[src/rtl/aif_pkg.sv]
// Purpose: Shared constants for the interrupt, format and sample queue block
// Assumes: 8-bit register port, byte offsets as printed
// Notes: Field positions follow the common interrupt bit layout
package aif_pkg;
  localparam logic [7:0] ADDR_INT_ENABLE = 8'h2E;
  localparam logic [7:0] ADDR_INT_MAP = 8'h2F;
  localparam logic [7:0] ADDR_INT_FLAGS = 8'h30;
  localparam logic [7:0] ADDR_FORMAT = 8'h31;
  localparam logic [7:0] ADDR_X_LOW = 8'h32;
  localparam logic [7:0] ADDR_X_HIGH = 8'h33;
  localparam logic [7:0] ADDR_Y_LOW = 8'h34;
  localparam logic [7:0] ADDR_Y_HIGH = 8'h35;
  localparam logic [7:0] ADDR_Z_LOW = 8'h36;
  localparam logic [7:0] ADDR_Z_HIGH = 8'h37;
  localparam logic [7:0] ADDR_QUEUE_CTL = 8'h38;
  localparam logic [7:0] ADDR_QUEUE_STAT = 8'h39;
  // Interrupt bit positions
  localparam int BIT_READY = 7;
  localparam int BIT_ACT = 4;
  localparam int BIT_INACT = 3;
  localparam int BIT_WMARK = 1;
  localparam int BIT_OVRUN = 0;
  localparam logic [7:0] INT_USED_MASK = 8'h9B;
  // Format register fields
  localparam int FMT_SELF_TEST = 7;
  localparam int FMT_THREE_WIRE = 6;
  localparam int FMT_INVERT = 5;
  localparam int FMT_SCALED = 3;
  localparam int FMT_LEFT = 2;
  localparam logic [7:0] FMT_USED_MASK = 8'hEF;
  // Queue control fields
  localparam int QC_TRIG_PIN = 5;
  localparam logic [7:0] RESET_VALUE = 8'h00;
  localparam int QUEUE_DEPTH = 32;
  typedef enum logic [1:0] {
    QM_BYPASS = 2'h0,
    QM_FILL = 2'h1,
    QM_STREAM = 2'h2,
    QM_TRIGGER = 2'h3
  } aif_mode_type;
endpackage

[src/rtl/aif_regs.sv]
// Purpose: Interrupt, output format, axis data and sample queue registers
// Assumes: Samples arrive as signed 13-bit values at the 2.9 mg/LSB scale
// Notes: Activity and inactivity events come from the detection engines
//
// The address-and-strobe port was chosen for this implementation.
`timescale 1ns/1ps
module aif_regs
  import aif_pkg::*;
#(
  parameter int DEPTH = QUEUE_DEPTH
) (
  input wire logic clk_i,
  input wire logic reset_i,
  input wire logic [7:0] addr_i,
  input wire logic [7:0] wdata_i,
  input wire logic wr_i,
  input wire logic rd_i,
  output logic [7:0] rdata_o,
  input wire logic sample_valid_i,
  input wire logic [12:0] sample_x_i,
  input wire logic [12:0] sample_y_i,
  input wire logic [12:0] sample_z_i,
  input wire logic activity_i,
  input wire logic inactivity_i,
  output logic first_interrupt_pin_o,
  output logic second_interrupt_pin_o,
  output logic self_test_o,
  output logic three_wire_o
);
  localparam int CW = $clog2(DEPTH + 1);
  localparam int AW = $clog2(DEPTH);

  //////////////////////////////////////////////////////////////////////////
  // Register state
  logic [7:0] enable_r, map_r, format_r, qctl_r;
  logic act_flag_r, inact_flag_r, ovrun_r, trig_seen_r;
  logic [38:0] mem_r [DEPTH];
  logic [AW-1:0] rd_ptr_r, wr_ptr_r;
  logic [CW-1:0] count_r;
  logic [38:0] out_r;
  logic out_valid_r;
  logic [7:0] rdata_r;
  logic pin1_r, pin2_r, st_r, tw_r;

  aif_mode_type mode;
  assign mode = aif_mode_type'(qctl_r[7:6]);

  logic wr_hit, rd_axis, rd_flags;
  assign rd_axis = rd_i && addr_i >= ADDR_X_LOW && addr_i <= ADDR_Z_HIGH;
  assign rd_flags = rd_i && addr_i == ADDR_INT_FLAGS;
  assign wr_hit = wr_i;

  // Writable control registers
  always_ff @(posedge clk_i) begin
    if (reset_i) begin
      enable_r <= RESET_VALUE;
      map_r <= RESET_VALUE;
      format_r <= RESET_VALUE;
      qctl_r <= RESET_VALUE;
    end else if (wr_hit) begin
      unique case (addr_i)
        ADDR_INT_ENABLE: enable_r <= wdata_i & INT_USED_MASK;
        ADDR_INT_MAP: map_r <= wdata_i & INT_USED_MASK;
        ADDR_FORMAT: format_r <= wdata_i & FMT_USED_MASK;
        ADDR_QUEUE_CTL: qctl_r <= wdata_i;
        default: ;
      endcase
    end
  end

  //////////////////////////////////////////////////////////////////////////
  // Sample formatting: clip, scale and justify one axis into 16 bits
  function automatic logic [15:0] fmt_axis(input logic [12:0] s,
                                           input logic [7:0] f);
    logic [1:0] rng;
    logic [3:0] bits;
    logic signed [12:0] v;
    logic signed [12:0] lim;
    logic [15:0] res;
    rng = f[1:0];
    v = $signed(s);
    // Full scale width: 10 bits fixed, or 10..13 with fixed scale
    bits = f[FMT_SCALED] ? 4'(10 + rng) : 4'hA;
    lim = 13'sh1FF <<< rng; // Range limit at full scale
    if (rng != 2'h3) begin
      if (v > lim) v = lim;
      if (v < -lim - 13'sh1) v = -lim - 13'sh1;
    end
    if (!f[FMT_SCALED]) v = v >>> rng; // Range-dependent scale
    res = 16'($signed(v)); // Right justified, sign extended
    if (f[FMT_LEFT]) res = res << (5'd16 - 5'(bits));
    return res;
  endfunction

  logic [38:0] new_word;
  assign new_word = {sample_z_i, sample_y_i, sample_x_i};

  //////////////////////////////////////////////////////////////////////////
  // Sample queue
  logic push, pop, full, drop_old, can_take, trig_src, wm_hit;
  logic ints_routed1, ints_routed2, refill_direct;
  assign full = count_r == CW'(DEPTH);
  assign trig_src = qctl_r[QC_TRIG_PIN] ? ints_routed2 : ints_routed1;
  // Trigger mode before trigger behaves as stream holding samples-field count
  always_comb begin
    can_take = 1'b0;
    drop_old = 1'b0;
    unique case (mode)
      QM_BYPASS: can_take = 1'b0;
      QM_FILL: can_take = !full;
      QM_STREAM: begin
        can_take = 1'b1;
        drop_old = full;
      end
      QM_TRIGGER: begin
        can_take = trig_seen_r ? !full : 1'b1;
        drop_old = !trig_seen_r && (count_r >= CW'(qctl_r[4:0]));
      end
    endcase
  end
  // A read that empties the stage while a sample arrives takes it directly,
  // so the stage never sits empty with entries still queued behind it
  assign refill_direct = sample_valid_i && can_take &&
    (!out_valid_r || (pop && count_r == '0));
  assign push = sample_valid_i && can_take && out_valid_r &&
    !(pop && count_r == '0);
  // Each axis read outside bypass pops one level; output stage is the 33rd entry
  assign pop = rd_axis && out_valid_r && mode != QM_BYPASS;

  logic [38:0] head;
  assign head = mem_r[rd_ptr_r];

  always_ff @(posedge clk_i) begin
    if (reset_i) begin
      rd_ptr_r <= '0;
      wr_ptr_r <= '0;
      count_r <= '0;
      out_r <= '0;
      out_valid_r <= 1'b0;
    end else if (mode == QM_BYPASS) begin
      rd_ptr_r <= '0;
      wr_ptr_r <= '0;
      count_r <= '0;
      if (sample_valid_i) out_r <= new_word; // Latest sample only
      if (sample_valid_i) out_valid_r <= 1'b1;
      else if (rd_axis) out_valid_r <= 1'b0;
    end else begin
      logic take_head, do_push, do_drop;
      take_head = pop && count_r != '0;
      do_push = push && !(drop_old && !take_head);
      do_drop = push && drop_old && !take_head;
      // Output stage: fill from head, or directly when both empty
      if (refill_direct) begin
        out_r <= new_word;
        out_valid_r <= 1'b1;
      end else if (pop) begin
        out_r <= head;
        out_valid_r <= count_r != '0;
      end
      if (push) begin
        mem_r[wr_ptr_r] <= new_word;
        wr_ptr_r <= AW'((32'(wr_ptr_r) + 1) % DEPTH);
      end
      if (take_head || do_drop) // Oldest advances
        rd_ptr_r <= AW'((32'(rd_ptr_r) + 1) % DEPTH);
      if (do_push && !take_head) count_r <= count_r + CW'(1);
      else if (!push && take_head) count_r <= count_r - CW'(1);
    end
  end

  //////////////////////////////////////////////////////////////////////////
  // Flags: hardware set wins over clear
  assign wm_hit = (qctl_r[4:0] == 5'h0) ||
    (mode != QM_BYPASS && mode != QM_TRIGGER &&
     count_r >= CW'(qctl_r[4:0]));
  logic ready_flag;
  assign ready_flag = out_valid_r; // Clears as data is read
  logic [7:0] flags;
  assign flags = {ready_flag, 2'b00, act_flag_r, inact_flag_r, 1'b0,
                  wm_hit, ovrun_r};

  always_ff @(posedge clk_i) begin
    if (reset_i) begin
      act_flag_r <= 1'b0;
      inact_flag_r <= 1'b0;
      ovrun_r <= 1'b0;
    end else begin
      // Flag register read clears activity pair
      act_flag_r <= activity_i | (act_flag_r & ~rd_flags);
      inact_flag_r <= inactivity_i | (inact_flag_r & ~rd_flags);
      // Overrun: sample lost, independent of enable
      ovrun_r <= (sample_valid_i && out_valid_r && (!can_take ||
        mode == QM_BYPASS)) | (ovrun_r & ~rd_axis);
    end
  end

  // Trigger capture
  logic [7:0] active;
  assign active = flags & enable_r;
  assign ints_routed1 = |(active & ~map_r);
  assign ints_routed2 = |(active & map_r);
  always_ff @(posedge clk_i) begin
    if (reset_i) trig_seen_r <= 1'b0;
    else if (mode != QM_TRIGGER) trig_seen_r <= 1'b0;
    else if (trig_src) trig_seen_r <= 1'b1;
  end

  //////////////////////////////////////////////////////////////////////////
  // Pins, registered with polarity
  always_ff @(posedge clk_i) begin
    if (reset_i) begin
      pin1_r <= 1'b0;
      pin2_r <= 1'b0;
      st_r <= 1'b0;
      tw_r <= 1'b0;
    end else begin
      pin1_r <= ints_routed1 ^ format_r[FMT_INVERT];
      pin2_r <= ints_routed2 ^ format_r[FMT_INVERT];
      st_r <= format_r[FMT_SELF_TEST];
      tw_r <= format_r[FMT_THREE_WIRE];
    end
  end
  assign first_interrupt_pin_o = pin1_r;
  assign second_interrupt_pin_o = pin2_r;
  assign self_test_o = st_r;
  assign three_wire_o = tw_r;

  //////////////////////////////////////////////////////////////////////////
  // Read data, one cycle after the strobe
  logic [15:0] fx, fy, fz;
  assign fx = fmt_axis(out_r[12:0], format_r);
  assign fy = fmt_axis(out_r[25:13], format_r);
  assign fz = fmt_axis(out_r[38:26], format_r);
  always_ff @(posedge clk_i) begin
    if (reset_i) rdata_r <= RESET_VALUE;
    else if (rd_i) begin
      unique case (addr_i)
        ADDR_INT_ENABLE: rdata_r <= enable_r;
        ADDR_INT_MAP: rdata_r <= map_r;
        ADDR_INT_FLAGS: rdata_r <= flags;
        ADDR_FORMAT: rdata_r <= format_r;
        ADDR_X_LOW: rdata_r <= fx[7:0];
        ADDR_X_HIGH: rdata_r <= fx[15:8];
        ADDR_Y_LOW: rdata_r <= fy[7:0];
        ADDR_Y_HIGH: rdata_r <= fy[15:8];
        ADDR_Z_LOW: rdata_r <= fz[7:0];
        ADDR_Z_HIGH: rdata_r <= fz[15:8];
        ADDR_QUEUE_CTL: rdata_r <= qctl_r;
        ADDR_QUEUE_STAT: rdata_r <= {trig_seen_r, 1'b0,
          6'(count_r)};
        default: rdata_r <= RESET_VALUE;
      endcase
    end else rdata_r <= RESET_VALUE;
  end
  assign rdata_o = rdata_r;

  //////////////////////////////////////////////////////////////////////////
  // Checks
  property p_flag_clear;
    @(posedge clk_i) disable iff (reset_i)
      rd_flags && !activity_i |=> !act_flag_r;
  endproperty
  a_flag_clear: assert property (p_flag_clear)
    else $error("activity flag not cleared by flag read");

  property p_gate;
    @(posedge clk_i) disable iff (reset_i)
      enable_r == 8'h00 && !format_r[FMT_INVERT] ##1
      !format_r[FMT_INVERT] |-> !pin1_r && !pin2_r;
  endproperty
  a_gate: assert property (p_gate)
    else $error("interrupt pin active with all enables off");

  property p_count_max;
    @(posedge clk_i) disable iff (reset_i) count_r <= CW'(DEPTH);
  endproperty
  a_count_max: assert property (p_count_max)
    else $error("queue count above depth");

  property p_fill_stop;
    @(posedge clk_i) disable iff (reset_i)
      mode == QM_FILL && full && !pop && !wr_hit |=> full;
  endproperty
  a_fill_stop: assert property (p_fill_stop)
    else $error("fill mode left full without a read");

  property p_wm_zero;
    @(posedge clk_i) disable iff (reset_i)
      rd_flags && qctl_r[4:0] == 5'h0 |=> rdata_o[BIT_WMARK];
  endproperty
  a_wm_zero: assert property (p_wm_zero)
    else $error("zero samples field did not set watermark");

  property p_polarity;
    @(posedge clk_i) disable iff (reset_i)
      ##1 $stable(format_r) |-> pin1_r == ($past(ints_routed1) ^
      format_r[FMT_INVERT]);
  endproperty
  a_polarity: assert property (p_polarity)
    else $error("first pin polarity wrong");

  property p_trig_hold;
    @(posedge clk_i) disable iff (reset_i)
      trig_seen_r && mode == QM_TRIGGER && !wr_hit |=> trig_seen_r;
  endproperty
  a_trig_hold: assert property (p_trig_hold)
    else $error("trigger seen dropped in trigger mode");

  property p_bypass_empty;
    @(posedge clk_i) disable iff (reset_i)
      mode == QM_BYPASS ##1 mode == QM_BYPASS |-> count_r == '0;
  endproperty
  a_bypass_empty: assert property (p_bypass_empty)
    else $error("queue holds entries in bypass");
endmodule

[config.mk]
export PLATFORM = sky130hd
export DESIGN_NAME = aif_regs
export DESIGN_NICKNAME = d
export VERILOG_FILES = /design/src/rtl/aif_pkg.sv /design/src/rtl/aif_regs.sv
export SDC_FILE = /design/constraint.sdc
export NUM_CORES = 1
export LEC_CHECK = 0
export ABC_AREA = 1
export BUFFER_PORTS_ARGS = -buffer_cell sky130_fd_sc_hd__buf_2
export CORE_ASPECT_RATIO = 1.4
export CORE_MARGIN = 1.5
export CORE_UTILIZATION = 40
export DETAILED_ROUTE_END_ITERATION = 10
export MAX_ROUTING_LAYER = met4
export PLACE_DENSITY_LB_ADDON = 0.25
export SYNTH_ARGS = -nofsm -noshare
export SYNTH_HDL_FRONTEND = slang
export SYNTH_SLANG_ARGS = --single-unit
[constraint.sdc]
create_clock -name clk_i -period 6.12 [get_ports clk_i]
set_input_delay 0.918 -clock clk_i [delete_from_list [all_inputs] [get_ports clk_i]]
set_output_delay 0.918 -clock clk_i [all_outputs]
set_load 0.02 [all_outputs]
==> results.sh, run 1 <==
export IMPL_final_cell_mix="1,248 x edfxtp_1, 725 x o21ai_0, 714 x nor2_1"
export IMPL_synth_fp_nets=5255
export IMPL_grt_pass1_vias=40098
export IMPL_syn_avg_cell_area_um2=11.4
export IMPL_numCtsBuffers=132
export IMPL_rr_startpoint="format_r[1]"
export IMPL_worst_pin_slew_ns=1.01
export IMPL_seq_area_frac_synth=0.675
export IMPL_use_met3=0.0351
export IMPL_die_x_um=326
export IMPL_hold_start="activity_i"
export IMPL_synth_edff_count=1248
export IMPL_routed_wirelength_um=184000
export IMPL_leakage_nw=22.0
export IMPL_ir_worst_vdd_mv=0.306
export IMPL_synth_warnings=0
export IMPL_setup_ws_ns=0.879
export IMPL_post_route_min_period_ns=5.24
export IMPL_power_density_nw_per_um2=289
export IMPL_first_pass_iters=6
export IMPL_cts_hold_buf=0
export IMPL_antenna_found_initial=14
export IMPL_grtUsageMet2=0.422
export IMPL_syn_area_um2=58500
export IMPL_grt_use_total=0.250
export IMPL_routedWlPerCell_um=25.7
export IMPL_cts_tree="yes"
export IMPL_crit_top_cell="nand2_1"
export IMPL_setup_tns_ns=0
export IMPL_core_um2=145000
export IMPL_yosysUniqueCellTypes=59
export IMPL_cpMaxStageDelayCell="dfxtp_2"
export IMPL_critical_path_arrival_ns=5.92
export IMPL_critPathLaunch="format_r[1]"
export IMPL_layout_drive_gt1_share=0.0956
export IMPL_finClkSkew_ns=0.0329
export IMPL_rows=165
export IMPL_drcViolationCount=0
export IMPL_drv_slew=0
export IMPL_status="finished clean"
export IMPL_dr_total_vias=41806
export IMPL_pin_count=74
export IMPL_cp_required_ns=6.80
export IMPL_cp_end_kind="flip-flop"
export IMPL_worstSetupStartpointType="flip-flop"
export IMPL_die_h_um=456
export IMPL_cts_sink_count=1350
export IMPL_grt_max_degree=174
export IMPL_ctsResizeCount=0
export IMPL_cts_root_buffer="clkbuf_16"
export IMPL_dieArea_um2=149000
export IMPL_hpwlAfterDp_um=99100
export IMPL_setup_violations_final=0
export IMPL_grt_pass1_wl_um=269000
export IMPL_critPathMaxFanout=20
export IMPL_io_buffer_count=73
export IMPL_first_iter_violations=4157
export IMPL_fin_nets=5210
export IMPL_final_period_utilization=0.856
export IMPL_fillers=13147
export IMPL_ctsLongestPathBuffers=3
export IMPL_area_delta_synth_final_pct=12.0
export IMPL_path_class="reg -> reg"
export IMPL_hold_viol=0
export IMPL_async_flop_share=0
export IMPL_vias_per_cell=5.86
export IMPL_synthCells=5142
export IMPL_gp_congestion=0.946
export IMPL_final_common_cell="edfxtp_1"
export IMPL_fmax_mhz=191
export IMPL_post_cts_setup_buffer_count=0
export IMPL_maxCapViolations=0
export IMPL_clkTransAtPathRegs_ns=0.07
export IMPL_grt_use_met1=0.301
export IMPL_grt_busiest_layer="met2"
export IMPL_hp_class="in -> reg"
export IMPL_h_tree_depth=4
export IMPL_slew_headroom=0.328
export IMPL_start_util=0.404
export IMPL_overflow=0
export IMPL_ys_ff_latch=1350
export IMPL_clk_latency_ns=0.80
export IMPL_rsz0062_at_grt="false"
export IMPL_synth_ff_type="edfxtp_1"
export IMPL_dp_slack_ns=0.913
export IMPL_cp_slowest_stage_delay_ns=0.53
export IMPL_postRouteAntennaNets=0
==> cells by family after synthesis <==
logic type      synth area share
xor+xnor                0.000449
simple gates               0.133
flops                      0.675
fa+ha+maj                 0.0110
buf+inv                   0.0395
compound gates             0.141
==> cell type report <==
| cell class | count | area (µm²) | share of cell area |
|---|---|---|---|
| diodes | 9 | 22.5 | 0.000344 |
| clock buffers | 167 | 3530 | 0.0539 |
| clock inverters | 70 | 716 | 0.0109 |
| inverters | 224 | 885 | 0.0135 |
| multi-input cells | 3211 | 16900 | 0.258 |
| flip-flops and latches | 1350 | 39500 | 0.604 |
| well taps | 1920 | 2400 | 0.0367 |
| repair buffers | 178 | 1500 | 0.0230 |
==> registers in the layout, indices dropped and copies added (netlist names), 6 cells and up, named ones only <==
register,count
count_r,6
format_r,7
mem_r,1248
out_r,39
qctl_r,8
rdata_o,8
==> worst paths after layout <==
path / depth (start not counted) / to / slack, ns
worst max-delay path: 37 / rdata_o[3] / 0.88
worst min-delay path: 3 / act_flag_r / 0.36
worst max register to register: 37 / rdata_o[3] / 0.88
worst min register to register: 2 / three_wire_o / 0.48
==> metrics by stage <==
stage          std cells  instance area [µm²]  hold slack [ns]  total power (W)   util
3_5_place_dp        6883                61200            0.481           0.0110  0.423
4_1_cts             7120                65500            0.308           0.0190  0.452
3_3_place_gp        6883                61200            0.475           0.0110  0.423
6_report            7129                65500            0.364           0.0189  0.453
5_1_grt             7129                65500            0.348           0.0194  0.453
2_1_floorplan       5142                58500            0.425           0.0107      -
==> critical path: cells and delay by family (launching register included) <==
kind | cells | cell delay, ns
buffers and inverters | 7 | 0.92
AO/OA/AOI/OAI | 1 | 0.15
adder cells (fa/ha/maj) | 3 | 0.89
flip-flops | 1 | 0.53
AND/OR/NAND/NOR | 26 | 2.62
==> Yosys cell counts (6+ instances only) <==
library cell / number / area [µm²]
nand3_1: 460 / 2300
o211ai_1: 81 / 608
ha_1: 50 / 626
nand3b_1: 9 / 67.6
inv_2: 13 / 48.8
nand2_1: 484 / 1820
buf_6: 7 / 78.8
o221ai_1: 277 / 2430
a21oi_1: 178 / 891
nand3_2: 13 / 130
buf_1: 14 / 52.6
nor3_1: 26 / 130
a31oi_1: 6 / 37.5
dfxtp_1: 102 / 2040
clkinv_1: 8 / 30.0
edfxtp_1: 1248 / 37500
nand2_2: 24 / 150
o21ai_1: 13 / 65.1
nand4_1: 18 / 113
a211oi_1: 7 / 52.6
nor2_1: 739 / 2770
clkbuf_1: 292 / 1100
buf_2: 40 / 200
o21ai_0: 725 / 3630
inv_1: 200 / 751
o22ai_1: 43 / 269
==> layer usage <==
layer / share of wire / vias up
met2: 0.51 / 1563
met4: 0.037 / 0
met3: 0.062 / 361
met1: 0.39 / 20990
met5: 0 / -
li1: - / 18892
==> power breakdown <==
group	switching, W	total (W)	internal (W)
combinational	0.000493	0.000670	0.000177
sequential	0.0000304	0.0101	0.0101
clock	0.00361	0.00813	0.00452
Note: power is estimated with default switching activity, not from simulation.
==> inputs of run 2 (changes only) <==
==> constraint.sdc (replaced) <==
create_clock -name clk_i -period 4.6 [get_ports clk_i]
set_input_delay 0.69 -clock clk_i [delete_from_list [all_inputs] [get_ports clk_i]]
set_output_delay 0.69 -clock clk_i [all_outputs]
set_load 0.02 [all_outputs]
==> run 2 against run 1 <==
Worst hold slack worse by 0.25 ns; clock power is 29% higher; maximum frequency is 18% higher; first-iteration DRC count is 1.7% higher; critical path depth is 1 lower; clock-buffer cell count is 3 higher; via count is 2.4% higher; sequential cell count stayed put; cell area is 3.7% higher; sequential power is 33% higher; non-clock buffer count is 124 higher; register-to-register slack worse by 0.74 ns; critical path type unchanged; largest power group unchanged; highest routed layer unchanged.
==> results.sh, run 2 (synthesis gave the netlist of run 1 again) <==
export IMPL_worstRegToRegCells=36
export IMPL_ctsLongestPathBuffers=3
export IMPL_fin_nets=5335
export IMPL_cp_required_ns=5.27
export IMPL_fin_cells=7258
export IMPL_largest_register_ffs=1248
export IMPL_routed_wirelength_um=184000
export IMPL_drcViolationCount=0
export IMPL_die_x_um=326
export IMPL_drv_slew=0
export IMPL_final_common_cell="edfxtp_1"
export IMPL_power_density_nw_per_um2=368
export IMPL_setup_ws_ns=0.141
export IMPL_layout_drive_gt1_share=0.146
export IMPL_place_inst=6969
export IMPL_critPathMaxFanout=6
export IMPL_leakage_nw=22.9
export IMPL_pin_count=74
export IMPL_reg_top3="mem_r (1248), out_r (39)"
export IMPL_cts_root_buffer="clkbuf_16"
export IMPL_hpwlAfterDp_um=104000
export IMPL_worst_hold_slack_ns=0.119
export IMPL_top_register="mem_r"
export IMPL_first_pass_iters=8
export IMPL_final_period_utilization=0.969
export IMPL_worst_pin_slew_ns=1.07
export IMPL_cts_sink_count=1350
export IMPL_critical_path_arrival_ns=5.13
export IMPL_dieArea_um2=149000
export IMPL_cpMaxStageDelayCell="dfxtp_4"
export IMPL_overflow=0
export IMPL_dr_total_vias=42822
export IMPL_worstSetupStartpointType="flip-flop"
export IMPL_h_tree_depth=4
export IMPL_gp_congestion=0.956
export IMPL_vias_per_cell=5.90
export IMPL_antenna_found_initial=16
export IMPL_hp_class="in -> reg"
export IMPL_grt_pass1_wl_um=270000
export IMPL_area_delta_synth_final_pct=16.1
export IMPL_fillers=12938
export IMPL_placed_cell_area_um2=62600
export IMPL_clkTransAtPathRegs_ns=0.07
export IMPL_path_class="reg -> reg"
export IMPL_final_cell_area_um2=68000
export IMPL_status="finished clean"
export IMPL_postRouteAntennaNets=0
export IMPL_post_route_min_period_ns=4.46
export IMPL_holdPathStages=3
export IMPL_core_um2=145000
export IMPL_clock_power_share=0.420
export IMPL_clk_latency_ns=0.78
export IMPL_grt_use_total=0.250
export IMPL_cp_end_kind="flip-flop"
export IMPL_rows=165
export IMPL_hold_viol=0
export IMPL_cts_tree="yes"
export IMPL_p_comb_frac=0.042
export IMPL_io_buffer_count=73
export IMPL_first_iter_violations=4227
export IMPL_slew_headroom=0.279
export IMPL_die_h_um=456
export IMPL_p_int_w=0.0195
export IMPL_setup_violations_final=0
export IMPL_rsz0062_at_grt="true"
export IMPL_power_share_switching=0.219
export IMPL_p_sw_w=0.00549
export IMPL_final_cell_mix="1,248 x edfxtp_1, 720 x o21ai_0, 702 x nor2_1"
export IMPL_maxCapViolations=0
export IMPL_numCtsBuffers=132
export IMPL_grt_pass1_vias=40718
export IMPL_grt_max_degree=175
export IMPL_ir_worst_vdd_mv=0.334
export IMPL_start_util=0.404
export IMPL_cp_slowest_stage_delay_ns=0.40
export IMPL_pwr_share_seq=0.538
export IMPL_routedWlPerCell_um=25.3
export IMPL_fmax_mhz=224
export IMPL_finClkSkew_ns=0.0311
export IMPL_dp_slack_ns=-0.121
[run 2: cell count changes in the layout (fill, tap and decap cells not counted), moves of 10 or more]
| cell | previous run | this run |
|---|---|---|
| nand3_1 | 460 | 385 |
| nand3_2 | 13 | 85 |
| buf_12 | 28 | 86 |
| buf_4 | 77 | 135 |
| nand2_1 | 484 | 432 |
| nand2_2 | 24 | 73 |
| nor2_2 | 3 | 16 |
| ha_1 | 50 | 38 |
| ha_4 | 0 | 12 |
| nor2_1 | 714 | 702 |
| a21oi_1 | 178 | 168 |
| clkbuf_1 | 27 | 37 |
[run 2: power by group through the flow]
stage	combinational [W]	clock [W]	sequential (W)
detailed placement	0.000910	0	0.0137
floorplan	0.000526	0	0.0137
CTS	0.000917	0.0107	0.0134
finish	0.00106	0.0105	0.0134
global route	0.00117	0.0111	0.0134
global placement	0.000903	0	0.0137
[run 2: area by class of cell]
cell class | count | area (µm²) | area share
Tap cell | 1920 | 2400 | 0.0354
Clock buffer | 170 | 3470 | 0.0510
Multi-Input combinational cell | 3211 | 17700 | 0.261
Timing Repair Buffer | 302 | 3220 | 0.0473
Sequential cell | 1350 | 39500 | 0.582
Antenna cell | 11 | 27.5 | 0.000405
Clock inverter | 69 | 647 | 0.00952
Timing Repair inverter | 1 | 5.00 | 0.0000736
Inverter | 224 | 903 | 0.0133
[run 2: final timing paths]
kind                                  start      endpoint  slack, ns
worst max-delay path            format_r[1]    rdata_o[4]       0.14
worst min-delay path             activity_i    act_flag_r       0.12
worst min register to register  format_r[6]  three_wire_o       0.47
worst max register to register  format_r[1]    rdata_o[4]       0.14
[run 2: what timing repair did]
action,in CTS,in global routing
pin swaps,1,99
cloned,1,1
hold buffers,0,0
setup endpoints to repair,6,8
buffers inserted,1,36
gates resized for setup,8,200
[run 2: layer usage]
metal | vias to the layer above | global-route usage | routed length, µm | share of wire
met1 | 21591 | 0.316 | 74700 | 0.41
li1 | 19176 | - | - | -
met3 | 346 | 0.0368 | 12100 | 0.066
met4 | 0 | 0.0986 | 7200 | 0.039
met2 | 1709 | 0.404 | 90000 | 0.49
met5 | - | - | 0 | 0
[run 2: metrics by stage]
step                setup TNS [ns]  power (W)  utilization
global placement            -0.583     0.0146        0.432
detailed placement          -0.318     0.0146        0.432
finish                           0     0.0250        0.470
global route                -0.724     0.0257        0.470
CTS                              0     0.0250        0.461
floorplan                  -124.14     0.0142            -
[run 2: worst max-delay path: cells and delay by family (launching register included)]
family	cells	cell delay, ns
adders and majority gates	3	0.83
DFF	1	0.40
buffers and inverters	9	0.71
and+or+nand+nor	22	2.23
AOI/OAI and AO/OA	2	0.18
